File: src/i2c_host_pkg.sv
// constants for the i2c host byte engine
// assumes a single 100 MHz clock; the bus wire level is resolved outside
// How it works
// - buffer write sets full flag, starts generator, shifts byte out
// - sda changes after scl falls; scl low one period then high one period
// - eighth falling edge clears full flag and releases sda for acknowledge
// - ninth bit level captured into ack status: low clears, high sets
// - after ninth clock set irq flag, hold scl low until next write
// - write during transmit sets collision flag and is discarded
// - receive enable request ignored unless engine is idle
// - receiving toggles scl each rollover and samples sda per clock
// - after eighth receive clock: clear enable, load buffer, flags, idle
// - receive load sets full flag; buffer read clears it
// - byte received while full flag still set raises overflow flag
// - write during receive sets collision flag and is discarded
// - ack enable pulls scl low and drives ack data bit on sda
// - ack: release scl after period, wait high, period, low, clear, idle
// - write during ack sequence sets collision flag and is discarded
// - stop drives sda low, then scl released, sda released a period later
// - sda high with scl high sets stop seen; period later irq, clear enable
// - software ends with stop or restart; irq only after it completes
// - address byte goes out as seven bits plus direction, then release
// - released scl pauses generator until sampled high, then reload
package i2c_host_pkg;
  localparam logic [7:0] BAUD_RELOAD_RST = 8'h0004;
  localparam logic [3:0] BITS_PER_BYTE = 4'h0008;
  localparam logic [3:0] ACK_BIT_INDEX = 4'h0009;
  localparam logic [7:0] BUFFER_RST = 8'h0000;
  typedef enum logic [7:0] {
    ST_IDLE = 8'b0000_0001,
    ST_TX_LOW = 8'b0000_0010,
    ST_TX_HIGH = 8'b0000_0100,
    ST_RX_LOW = 8'b0000_1000,
    ST_RX_HIGH = 8'b0001_0000,
    ST_ACK_LOW = 8'b0010_0000,
    ST_ACK_HIGH = 8'b0100_0000,
    ST_STOP = 8'b1000_0000
  } engine_state_e;
endpackage

File: src/baud_rate_generator.sv
// reloadable down counter giving one rollover per reload+1 cycles
// assumes reload value is held stable by software while counting
`timescale 1ns/1ps
module baud_rate_generator (
  // clock and reset
  input wire logic core_clk_i,
  input wire logic rst_i,
  // control
  input wire logic run_i,
  input wire logic reload_i,
  input wire logic [7:0] reload_value_i,
  // status
  output logic rollover_o
);
  logic [7:0] count_r;
  logic [7:0] count_nxt;
  wire at_zero = (count_r == 8'h0000);
  assign count_nxt = (reload_i || !run_i || at_zero) ? reload_value_i
                                                      : count_r - 8'h0001;
  always_ff @(posedge core_clk_i or posedge rst_i) begin
    if (rst_i) begin
      count_r <= 8'h0000;
      rollover_o <= 1'b0;
    end else begin
      count_r <= count_nxt;
      rollover_o <= run_i && !reload_i && at_zero;
    end
  end
endmodule

File: src/i2c_host_byte_engine.sv
// host byte engine: transmit, receive, acknowledge and stop sequences
// assumes start/restart generation lives elsewhere; pins are open drain
`timescale 1ns/1ps
module i2c_host_byte_engine (
  // clock and reset
  input wire logic core_clk_i,
  input wire logic rst_i,
  // software buffer access
  input wire logic buffer_write_i,
  input wire logic [7:0] buffer_wdata_i,
  input wire logic buffer_read_i,
  output logic [7:0] serial_buffer_o,
  // control requests and configuration
  input wire logic receive_enable_set_i,
  input wire logic ack_sequence_enable_set_i,
  input wire logic ack_data_bit_i,
  input wire logic stop_enable_set_i,
  input wire logic [7:0] baud_reload_value_i,
  // status and flags
  input wire logic irq_flag_clear_i,
  input wire logic write_collision_clear_i,
  input wire logic overflow_clear_i,
  output logic buffer_full_flag_o,
  output logic ack_status_bit_o,
  output logic serial_port_irq_flag_o,
  output logic write_collision_flag_o,
  output logic receive_overflow_flag_o,
  output logic receive_enable_bit_o,
  output logic ack_sequence_enable_o,
  output logic stop_enable_bit_o,
  output logic stop_detected_o,
  output logic engine_idle_o,
  // i2c pins, open drain; enable low means driving low
  input wire logic scl_i,
  output logic scl_o,
  output logic scl_oe_n_o,
  input wire logic sda_i,
  output logic sda_o,
  output logic sda_oe_n_o
);
  i2c_host_pkg::engine_state_e state_r;
  i2c_host_pkg::engine_state_e state_nxt;
  logic [7:0] shift_r;
  logic [3:0] bit_cnt_r;
  logic [1:0] stop_phase_r;
  logic scl_low_r;
  logic sda_low_r;
  logic scl_low_nxt;
  logic sda_low_nxt;
  logic brg_run;
  logic brg_reload;
  logic rollover;
  logic scl_wait_r;

  baud_rate_generator u_brg (
    .core_clk_i(core_clk_i),
    .rst_i(rst_i),
    .run_i(brg_run),
    .reload_i(brg_reload),
    .reload_value_i(baud_reload_value_i),
    .rollover_o(rollover)
  );

  wire idle = (state_r == i2c_host_pkg::ST_IDLE);
  // stop phase with scl let go also waits for a stretching client
  wire stop_high = (state_r == i2c_host_pkg::ST_STOP) &&
                   (stop_phase_r == 2'h2);
  wire in_high = (state_r == i2c_host_pkg::ST_TX_HIGH) ||
                 (state_r == i2c_host_pkg::ST_RX_HIGH) ||
                 (state_r == i2c_host_pkg::ST_ACK_HIGH) ||
                 stop_high;
  // released scl must be seen high before the period counts
  wire scl_stretched = in_high && scl_wait_r && !scl_i;
  // stop times its low phase from the moment sda is seen low
  wire stop_reload = (state_r == i2c_host_pkg::ST_STOP) &&
                     (stop_phase_r == 2'h0) && !sda_i;
  assign brg_run = !idle && !scl_stretched;
  assign brg_reload = (in_high && scl_wait_r && scl_i) ||
                      stop_reload;

  // any write outside idle is refused, shift in progress or sequence
  wire wr_ok = buffer_write_i && idle;
  wire wr_collide = buffer_write_i && !idle;
  wire start_rx = receive_enable_set_i && idle && !buffer_write_i;
  wire start_ack = ack_sequence_enable_set_i && idle && !buffer_write_i &&
                   !receive_enable_set_i;
  wire start_stop = stop_enable_set_i && idle && !buffer_write_i &&
                    !receive_enable_set_i && !ack_sequence_enable_set_i;
  wire last_tx_bit = (bit_cnt_r == i2c_host_pkg::ACK_BIT_INDEX);
  wire last_rx_bit = (bit_cnt_r == i2c_host_pkg::BITS_PER_BYTE);
  wire tx_fall = (state_r == i2c_host_pkg::ST_TX_HIGH) && rollover;
  wire rx_fall = (state_r == i2c_host_pkg::ST_RX_HIGH) && rollover;
  wire rx_done = rx_fall && last_rx_bit;
  wire tx_done = tx_fall && last_tx_bit;
  wire tx_eighth_fall = tx_fall && (bit_cnt_r == i2c_host_pkg::BITS_PER_BYTE);
  wire ack_done = (state_r == i2c_host_pkg::ST_ACK_HIGH) && rollover;
  wire stop_seen = (state_r == i2c_host_pkg::ST_STOP) &&
                   (stop_phase_r == 2'h2) && scl_i && sda_i;
  wire stop_done = (state_r == i2c_host_pkg::ST_STOP) &&
                   (stop_phase_r == 2'h3) && rollover;

  always_comb begin
    state_nxt = state_r;
    scl_low_nxt = scl_low_r;
    sda_low_nxt = sda_low_r;
    case (state_r)
      i2c_host_pkg::ST_IDLE: begin
        if (wr_ok) begin
          // first bit is placed while scl is low
          state_nxt = i2c_host_pkg::ST_TX_LOW;
          scl_low_nxt = 1'b1;
          sda_low_nxt = !buffer_wdata_i[7];
        end else if (start_rx) begin
          state_nxt = i2c_host_pkg::ST_RX_LOW;
          scl_low_nxt = 1'b1;
          sda_low_nxt = 1'b0;
        end else if (start_ack) begin
          state_nxt = i2c_host_pkg::ST_ACK_LOW;
          scl_low_nxt = 1'b1;
          sda_low_nxt = !ack_data_bit_i;
        end else if (start_stop) begin
          state_nxt = i2c_host_pkg::ST_STOP;
          scl_low_nxt = 1'b1;
          sda_low_nxt = 1'b1;
        end
      end
      i2c_host_pkg::ST_TX_LOW: begin
        if (rollover) begin
          state_nxt = i2c_host_pkg::ST_TX_HIGH;
          scl_low_nxt = 1'b0;
        end
      end
      i2c_host_pkg::ST_TX_HIGH: begin
        if (tx_done) begin
          state_nxt = i2c_host_pkg::ST_IDLE;
          scl_low_nxt = 1'b1;
        end else if (tx_fall) begin
          state_nxt = i2c_host_pkg::ST_TX_LOW;
          scl_low_nxt = 1'b1;
          // eighth fall releases sda for the client acknowledge
          sda_low_nxt = tx_eighth_fall ? 1'b0 : !shift_r[6];
        end
      end
      i2c_host_pkg::ST_RX_LOW: begin
        if (rollover) begin
          state_nxt = i2c_host_pkg::ST_RX_HIGH;
          scl_low_nxt = 1'b0;
        end
      end
      i2c_host_pkg::ST_RX_HIGH: begin
        if (rx_done) begin
          state_nxt = i2c_host_pkg::ST_IDLE;
          scl_low_nxt = 1'b1;
        end else if (rx_fall) begin
          state_nxt = i2c_host_pkg::ST_RX_LOW;
          scl_low_nxt = 1'b1;
        end
      end
      i2c_host_pkg::ST_ACK_LOW: begin
        if (rollover) begin
          state_nxt = i2c_host_pkg::ST_ACK_HIGH;
          scl_low_nxt = 1'b0;
        end
      end
      i2c_host_pkg::ST_ACK_HIGH: begin
        if (ack_done) begin
          state_nxt = i2c_host_pkg::ST_IDLE;
          scl_low_nxt = 1'b1;
        end
      end
      i2c_host_pkg::ST_STOP: begin
        // phases: wait sda low, count, scl released, sda released
        if (stop_phase_r == 2'h1 && rollover) begin
          scl_low_nxt = 1'b0;
        end else if (stop_phase_r == 2'h2 && rollover) begin
          sda_low_nxt = 1'b0;
        end else if (stop_done) begin
          state_nxt = i2c_host_pkg::ST_IDLE;
        end
      end
      default: begin
        state_nxt = i2c_host_pkg::ST_IDLE;
        scl_low_nxt = 1'b0;
        sda_low_nxt = 1'b0;
      end
    endcase
  end

  always_ff @(posedge core_clk_i or posedge rst_i) begin
    if (rst_i) begin
      state_r <= i2c_host_pkg::ST_IDLE;
      scl_low_r <= 1'b0;
      sda_low_r <= 1'b0;
    end else begin
      state_r <= state_nxt;
      scl_low_r <= scl_low_nxt;
      sda_low_r <= sda_low_nxt;
    end
  end

  // scl_wait_r marks a high phase still waiting to see scl high
  always_ff @(posedge core_clk_i or posedge rst_i) begin
    if (rst_i) begin
      scl_wait_r <= 1'b0;
    end else if (!in_high) begin
      scl_wait_r <= 1'b1;
    end else if (scl_i) begin
      scl_wait_r <= 1'b0;
    end
  end

  // stop phase sequencing
  always_ff @(posedge core_clk_i or posedge rst_i) begin
    if (rst_i) begin
      stop_phase_r <= 2'h0;
    end else if (state_r != i2c_host_pkg::ST_STOP) begin
      stop_phase_r <= 2'h0;
    end else if (stop_phase_r == 2'h0 && !sda_i) begin
      stop_phase_r <= 2'h1;
    end else if (stop_phase_r == 2'h1 && rollover) begin
      stop_phase_r <= 2'h2;
    end else if (stop_seen) begin
      stop_phase_r <= 2'h3;
    end
  end

  // shift register and bit counter
  always_ff @(posedge core_clk_i or posedge rst_i) begin
    if (rst_i) begin
      shift_r <= i2c_host_pkg::BUFFER_RST;
      bit_cnt_r <= 4'h0000;
    end else if (idle) begin
      shift_r <= wr_ok ? buffer_wdata_i : shift_r;
      bit_cnt_r <= 4'h0001;
    end else if (tx_fall) begin
      shift_r <= {shift_r[6:0], 1'b0};
      bit_cnt_r <= bit_cnt_r + 4'h0001;
    end else if ((state_r == i2c_host_pkg::ST_RX_LOW) && rollover) begin
      shift_r <= {shift_r[6:0], sda_i};
    end else if (rx_fall) begin
      bit_cnt_r <= bit_cnt_r + 4'h0001;
    end
  end

  // ack captured at the ninth rising edge
  wire ack_sample = (state_r == i2c_host_pkg::ST_TX_LOW) && rollover &&
                    last_tx_bit;

  always_ff @(posedge core_clk_i or posedge rst_i) begin
    if (rst_i) begin
      serial_buffer_o <= i2c_host_pkg::BUFFER_RST;
      buffer_full_flag_o <= 1'b0;
      ack_status_bit_o <= 1'b0;
    end else begin
      if (wr_ok) begin
        serial_buffer_o <= buffer_wdata_i;
      end else if (rx_done) begin
        serial_buffer_o <= shift_r;
      end
      // set wins over read-clear
      if (wr_ok || rx_done) begin
        buffer_full_flag_o <= 1'b1;
      end else if (tx_eighth_fall || buffer_read_i) begin
        buffer_full_flag_o <= 1'b0;
      end
      if (ack_sample) begin
        ack_status_bit_o <= sda_i;
      end
    end
  end

  // sticky flags: hardware set beats software clear
  always_ff @(posedge core_clk_i or posedge rst_i) begin
    if (rst_i) begin
      serial_port_irq_flag_o <= 1'b0;
      write_collision_flag_o <= 1'b0;
      receive_overflow_flag_o <= 1'b0;
      stop_detected_o <= 1'b0;
    end else begin
      if (tx_done || rx_done || ack_done || stop_done) begin
        serial_port_irq_flag_o <= 1'b1;
      end else if (irq_flag_clear_i) begin
        serial_port_irq_flag_o <= 1'b0;
      end
      // no self clear; software owns it
      if (wr_collide) begin
        write_collision_flag_o <= 1'b1;
      end else if (write_collision_clear_i) begin
        write_collision_flag_o <= 1'b0;
      end
      if (rx_done && buffer_full_flag_o && !buffer_read_i) begin
        receive_overflow_flag_o <= 1'b1;
      end else if (overflow_clear_i) begin
        receive_overflow_flag_o <= 1'b0;
      end
      if (stop_seen) begin
        stop_detected_o <= 1'b1;
      end else if (wr_ok || start_rx) begin
        stop_detected_o <= 1'b0;
      end
    end
  end

  // enable bits reflect the running sequence
  always_ff @(posedge core_clk_i or posedge rst_i) begin
    if (rst_i) begin
      receive_enable_bit_o <= 1'b0;
      ack_sequence_enable_o <= 1'b0;
      stop_enable_bit_o <= 1'b0;
      engine_idle_o <= 1'b1;
      scl_o <= 1'b0;
      scl_oe_n_o <= 1'b1;
      sda_o <= 1'b0;
      sda_oe_n_o <= 1'b1;
    end else begin
      receive_enable_bit_o <= (state_nxt == i2c_host_pkg::ST_RX_LOW) ||
                              (state_nxt == i2c_host_pkg::ST_RX_HIGH);
      ack_sequence_enable_o <= (state_nxt == i2c_host_pkg::ST_ACK_LOW) ||
                               (state_nxt == i2c_host_pkg::ST_ACK_HIGH);
      stop_enable_bit_o <= (state_nxt == i2c_host_pkg::ST_STOP);
      engine_idle_o <= (state_nxt == i2c_host_pkg::ST_IDLE);
      scl_o <= 1'b0;
      scl_oe_n_o <= !scl_low_nxt;
      sda_o <= 1'b0;
      sda_oe_n_o <= !sda_low_nxt;
    end
  end
endmodule

File: config.mk
export PLATFORM = sky130hd
export DESIGN_NAME = i2c_host_byte_engine
export DESIGN_NICKNAME = d
export VERILOG_FILES = /design/src/i2c_host_pkg.sv /design/src/baud_rate_generator.sv /design/src/i2c_host_byte_engine.sv
export SDC_FILE = /design/constraint.sdc
export NUM_CORES = 1
export LEC_CHECK = 0
export ABC_CLOCK_PERIOD_IN_PS = 1900
export BUFFER_PORTS_ARGS = -buffer_cell sky130_fd_sc_hd__buf_2
export CAP_MARGIN = 20
export CELL_PAD_IN_SITES_DETAIL_PLACEMENT = 1
export CELL_PAD_IN_SITES_GLOBAL_PLACEMENT = 1
export CORE_ASPECT_RATIO = 0.6
export CORE_MARGIN = 3
export CORE_UTILIZATION = 38
export CTS_CLUSTER_DIAMETER = 40
export DETAILED_ROUTE_END_ITERATION = 10
export HOLD_SLACK_MARGIN = 0.06
export PLACE_DENSITY = 0.75
export SETUP_SLACK_MARGIN = 0.05
export SLEW_MARGIN = 40
export SYNTH_ARGS = -nofsm -noshare
export SYNTH_HDL_FRONTEND = slang
export SYNTH_SLANG_ARGS = --single-unit
File: constraint.sdc
create_clock -name core_clk_i -period 1.9 [get_ports core_clk_i]
set_clock_uncertainty 0.05 [all_clocks]
set_input_delay 0.38 -clock core_clk_i [delete_from_list [all_inputs] [get_ports core_clk_i]]
set_output_delay 0.38 -clock core_clk_i [all_outputs]
set_load 0.02 [all_outputs]
Word level (Yosys, flattened, before mapping)
Cells that the tools add are included.

$add $sub $neg: 2. $mul: 0. Divide/modulo/power cells: 0. $lt $le $gt $ge: 0. Eq/ne operators: 23. Shift-type cells: 0. Muxes and demuxes: 65. Bitwise logic cells: 0. Reductions and logical operators: 82.

Operators with widths (number): two-way mux 8 bit (22); one-hot mux 8 bit (8 select lines) (1); logical AND 1 bit (38); two-way mux 1 bit (32); == test 8 x 1 -> 1 bit, second input constant (2); == test 8 x 4 -> 1 bit, second input constant (2); == test 8 x 5 -> 1 bit, second input constant (2); == test 8 x 6 -> 1 bit, second input constant (2); == test 8 x 7 -> 1 bit, second input constant (2); == test 8 bit, second input constant (2); two-way mux 4 bit (4); zero test 1 bit (15); logical OR 1 bit (14); nonzero test 2 bit (6); == test 4 bit, second input constant (2); == test 8 x 2 -> 1 bit, second input constant (1); == test 8 x 3 -> 1 bit, second input constant (1); zero test 8 bit (1); two-way mux 2 bit (4); inequality test 8 bit, second input constant (1); subtractor 8 x 1 -> 8 bit, second input constant (1); one-hot mux 1 bit (6 select lines) (1); nonzero test 3 bit (2); OR reduction 5 bit (1); other kinds (11) (13).

Flip-flop bits (word level): 54. Bits in latches: 0. RAM bits: 0. Memory bits (read-only): 0. Input bits: 29. Output and inout port bits: 22. Logic and storage cells: 194. Memories kept: 0.

Logic depth before layout (Yosys ltp)
Depth in word-level cells: 12. Mapped depth: 8. Depth with buffers taken out: 7.

Cells and area by module
Synthesis repeated with hierarchy kept, for this count alone.

Cells, all modules: 325. Area, all modules: 3088.0 um2.

Modules (own cells, without submodules): i2c_host_byte_engine (times used 1, cells an instance 276, area an instance 2587.5 um2, seq. area each 1131.1 um2); baud_rate_generator (times used 1, cells an instance 49, area an instance 500.5 um2, seq. area each 225.2 um2).

Least setup slack after synthesis
Ideal clock, no wire load.

Path type: reg-to-reg. From: reg state_r[3]. To: reg ack_status_bit_o. Setup time: 125 ps. Data arrival time: 1745 ps. Data required time: 1725 ps. Path slack: -20 ps. Stages on the path, launching flop included: 7. Path buffers: 2. Clock period less this slack: 1920 ps. Cells stage by stage: dfrtp_1 > buf_2 > nor4_2 > buf_2 > nand4b_1 > nor3_1 > mux2_2.

Cells in the longest elaborated chain, start to end: 3.

RTL lines: start, declared (line i2c_host_byte_engine.sv:41) `i2c_host_pkg::engine_state_e state_r;`; start signal, assigned (line i2c_host_byte_engine.sv:191) `state_r <= i2c_host_pkg::ST_IDLE;`; start signal, assigned (line i2c_host_byte_engine.sv:195) `state_r <= state_nxt;`; == test 8 x 2 -> 1 bit (line i2c_host_byte_engine.sv:246) `wire ack_sample = (state_r == i2c_host_pkg::ST_TX_LOW) && rollover &&`; logical AND 1 bit (2 in series) (line i2c_host_byte_engine.sv:246); end signal, assigned (line i2c_host_byte_engine.sv:267) `ack_status_bit_o <= sda_i;`; end, declared (line i2c_host_byte_engine.sv:24) `output logic ack_status_bit_o,`.

Every way passes these cells. A chain may end at the register's enable or synchronous reset.

Worst setup path after layout
From: reg state_r[4]. To: reg scl_oe_n_o.

Cells in the longest elaborated chain, start to end: 11. Elaborated cells between the ends (all ways): 35. Classes of those cells: eq/ne: 8; mux: 10; reduce/logical: 17.

RTL lines: == test 8 x 1 -> 1 bit (line i2c_host_byte_engine.sv:64, i2c_host_byte_engine.sv:106); logical AND 1 bit (3 in series) (line i2c_host_byte_engine.sv:87) `wire start_stop = stop_enable_set_i && idle && !buffer_write_i &&`; logical AND 1 bit (line i2c_host_byte_engine.sv:88) `!receive_enable_set_i && !ack_sequence_enable_set_i;`; two-way mux 1 bit (line i2c_host_byte_engine.sv:121) `end else if (start_stop) begin`; two-way mux 1 bit (line i2c_host_byte_engine.sv:117) `end else if (start_ack) begin`; two-way mux 1 bit (line i2c_host_byte_engine.sv:113) `end else if (start_rx) begin`; two-way mux 1 bit (line i2c_host_byte_engine.sv:108) `if (wr_ok) begin`; one-hot mux 1 bit (6 select lines) * (line i2c_host_byte_engine.sv:106) `case (state_r)`; zero test 1 bit * (line i2c_host_byte_engine.sv:323) `scl_oe_n_o <= !scl_low_nxt;`; end signal, assigned (line i2c_host_byte_engine.sv:323); end, declared (line i2c_host_byte_engine.sv:36) `output logic scl_oe_n_o,`.

Mark *: on every way between the ends. The rest lies on a longest branch, timed or not.

==> flow_summary_export.csv <==
group,metric,value,unit
timing,setup_ws,-0.213,ns
clock_network,cts_tree,"yes",
timing,fin_crit,2.11,ns
clock_network,htreeDepth,2,
logic_synthesis,synth_cells,317,
clock_network,ctsHoldBuffers,0,
timing,grt_setup_unrepaired,"true",
logic_synthesis,synth-async-reset-ratio,100,%
timing,final-hold-violation-count,0,
setup_path,worst_setup_path_start_kind,"flip-flop",
drt,dr.pass1.iters,4,
clock_network,cts_buffers,5,
setup_path,worst-setup-path-type,"flip-flop to flip-flop",
final_layout,layout_commonest_cell,"buf_4",
final_layout,diodes,0,
setup_path,endpoint_kind,"flip-flop",
setup_path,worst-path-max-fanout,4,
drt,drc,0,
global_route,antenna_found_initial,0,
die,die_x,120,um
die,row_count,24,
timing,max_freq,473,MHz
min_path,hold_class,"input pin to async pin",
final_layout,nFillCells,832,
flow_run,maxCapViolations,0,
clock_network,clkSinkCount,54,
final_layout,final_cell_mix,"62 x buf_4, 48 x buf_2, 44 x dfrtp_1",
clock_network,clockBufferDepth,2,
setup_path,max_stage_delay,0.45,ns
logic_synthesis,synth-edff-count,0,
logic_synthesis,yosys_register_bits,54,
placement,place_ws,-0.181,ns
setup_path,cp_slowest_cell,"dfrtp_2",
logic_synthesis,synth_warnings,0,
die,start_util,39.9,%
logic_synthesis,synth_top_cell_area_share,42.3,%
clock_network,clkTransAtPathRegs,0.07,ns
global_route,grt_pass1_vias,3015,
power,leakagePower,2.17,nW
placement,post-place-cells,503,
run_status,status,"finished with violations",
final_layout,area_delta_synth_final,53.7,%
timing,setup_viol,36,
placement,dp_hpwl,7420,um
final_layout,drive_above_1_share,47.4,%
logic_synthesis,yosysUniqueCellTypes,51,
power,irDropWorstVdd,529,uV
clock_network,clockRootBuffer,"clkbuf_16",
setup_path,crit_chain,"nor4_4 > buf_4 > buf_6 > nand4b_1 > a31oi_1 > buf_4 > nor3_2 > o22a_1",
drt,ant_nets,0,
global_route,gr-usage-all-layers,24.0,%
die,num_io_pins,51,
global_route,grt_max_degree,24,
logic_synthesis,yosysTopAreaCell,"dfrtp_1",
placement,routabilityCongestion,0.938,
logic_synthesis,syn_area,0.00296,sq mm
final_layout,fin_nets,478,
setup_path,arrival,2.29,ns
run_status,violations,"negative setup slack",
clock_network,clk_latency,0.30,ns
drt,viasPerCell,5.51,
timing,drv_slew,0,
setup_path,startpoint,"state_r[4]$_DFF_PP0_",
logic_synthesis,synth_top_flop_cell,"dfrtp_1",
die,core-area,0.00742,sq mm
drt,post_drt_wl_per_cell,21.3,um
logic_synthesis,synthTopCellsByArea,"dfrtp_1 42%, nor2_1 4.4%, nand2_1 4.2%, dfstp_2 3.6%, mux2i_1 3.4%",
logic_synthesis,synth_seq_area_share,45.9,%
timing,fin_crit_sh,111,%
setup_path,required,2.08,ns
global_route,grt_pass1_wl,16300,um
logic_synthesis,syn_area_per_cell,9.33,sq um
placement,io_buffers,48,
drt,dr.first_iter.drc_count,259,
power,powerDensity,1380,mW/mm^2
final_layout,stdcell_count,549,
setup_path,crit_top_cell,"buf_4",
global_route,grt_overflow,0,
die,die-area,0.00891,sq mm
drt,drt_wl_total,11700,um
drt,num_vias,3024,
setup_path,r2r_start,"state_r[4]$_DFF_PP0_",
die,die_y,74.3,um
## flip-flops by register name (all words and copies together), names as in the netlist, 2 cells and up
register / cells
bit_cnt_r: 4
serial_buffer_o: 8
shift_r: 8
state_r: 8
u_brg.count_r: 8
stop_phase_r: 2
## per-layer routing
metal	track usage, %	part of all wire [%]	wire [um]	up-vias
met4	5.58	2.8	325	0
li1	-	-	-	1372
met3	5.40	7.3	857	27
met1	32.7	41	4760	1519
met5	0	0	0	-
met2	39.8	49	5740	106
## timing repair
item	CTS	global route
pin swaps	14	23
setup endpoints to repair	43	48
cloned	2	0
hold endpoints to repair	0	0
gates resized for setup	47	48
setup buffers	11	26
## stage by stage
stage / area [sq um] / hold WS [ns] / TNS, ns / util, % / total power, W
after global routing: 4540 / 0.0802 / -6.69 / 61.3 / 0.00656
after detailed placement: 3660 / 0.387 / -2.33 / 49.3 / 0.00413
after CTS: 4150 / 0.0671 / -1.17 / 55.9 / 0.00566
after floorplan: 2970 / 0.426 / 0 / - / 0.00321
after global placement: 3660 / 0.377 / -1.24 / 49.3 / 0.00401
final: 4540 / 0.0516 / -3.89 / 61.3 / 0.00626
## synth_stat cells (3+ instances only)
| cell | n |
|---|---|
| a21oi_1 | 17 |
| a31oi_1 | 14 |
| and2_1 | 3 |
| and3_1 | 6 |
| buf_2 | 8 |
| clkbuf_1 | 7 |
| dfrtp_1 | 50 |
| dfstp_2 | 4 |
| ha_1 | 5 |
| inv_1 | 15 |
| mux2_2 | 8 |
| mux2i_1 | 10 |
| nand2_1 | 33 |
| nand3_1 | 17 |
| nand3b_1 | 3 |
| nand4_1 | 5 |
| nand4b_1 | 4 |
| nor2_1 | 35 |
| nor2b_1 | 6 |
| nor3_1 | 5 |
| o211ai_1 | 4 |
| o21ai_0 | 9 |
| o22ai_1 | 3 |
| or3_1 | 3 |
| xnor2_1 | 4 |
| xor2_1 | 7 |
## where the power goes
| group | leakage, nW | switching, W | internal, W |
|---|---|---|---|
| Sequential | 0.643 | 0.000302 | 0.00154 |
| Combinational | 1.45 | 0.00169 | 0.00162 |
| Clock | 0.0841 | 0.000441 | 0.000660 |
## worst paths after layout
| path | end | slack [ns] | cells past startpoint |
|---|---|---|---|
| min reg2reg | stop_detected_o$_DFFE_PP0P_ | 0.46 | 2 |
| max in group asynchronous | state_r[0]$_DFF_PP1_ | 1.10 | 3 |
| min in group core_clk_i | write_collision_flag_o$_DFFE_PP0P_ | 0.21 | 2 |
| max reg2reg | scl_oe_n_o$_DFF_PP1_ | -0.21 | 8 |
| min | sda_low_r$_DFF_PP0_ | 0.05 | 2 |
| max | scl_oe_n_o$_DFF_PP1_ | -0.21 | 8 |
## cell type report
type	count	area (sq um)	area share [%]
multi-input cells	232	1760	38.7
flip-flops and latches	54	1360	30.0
well taps	104	130	2.86
clock buffers	7	143	3.14
inverters	15	56.3	1.24
clock inverters	1	30.0	0.661
repair buffers	136	1060	23.4
## kinds of logic after synthesis
family	Yosys count	share of synthesized area, %
other	1	0.127
adders and majority gates	5	2.12
muxes	18	6.43
AOI/OAI and AO/OA	63	14.4
DFF	54	45.9
buffers and inverters	32	4.66
xor gates and xnor gates	11	3.26
and+or+nand+nor	133	23.1
## worst max-delay path: cells and delay by family, from the launching register on
family	cells	cell delay, ns
AOI/OAI and AO/OA	2	0.47
DFF	1	0.45
buffers and inverters	3	0.45
and+or+nand+nor	3	0.60
No activity file was read; power rests on OpenSTA's default activity.
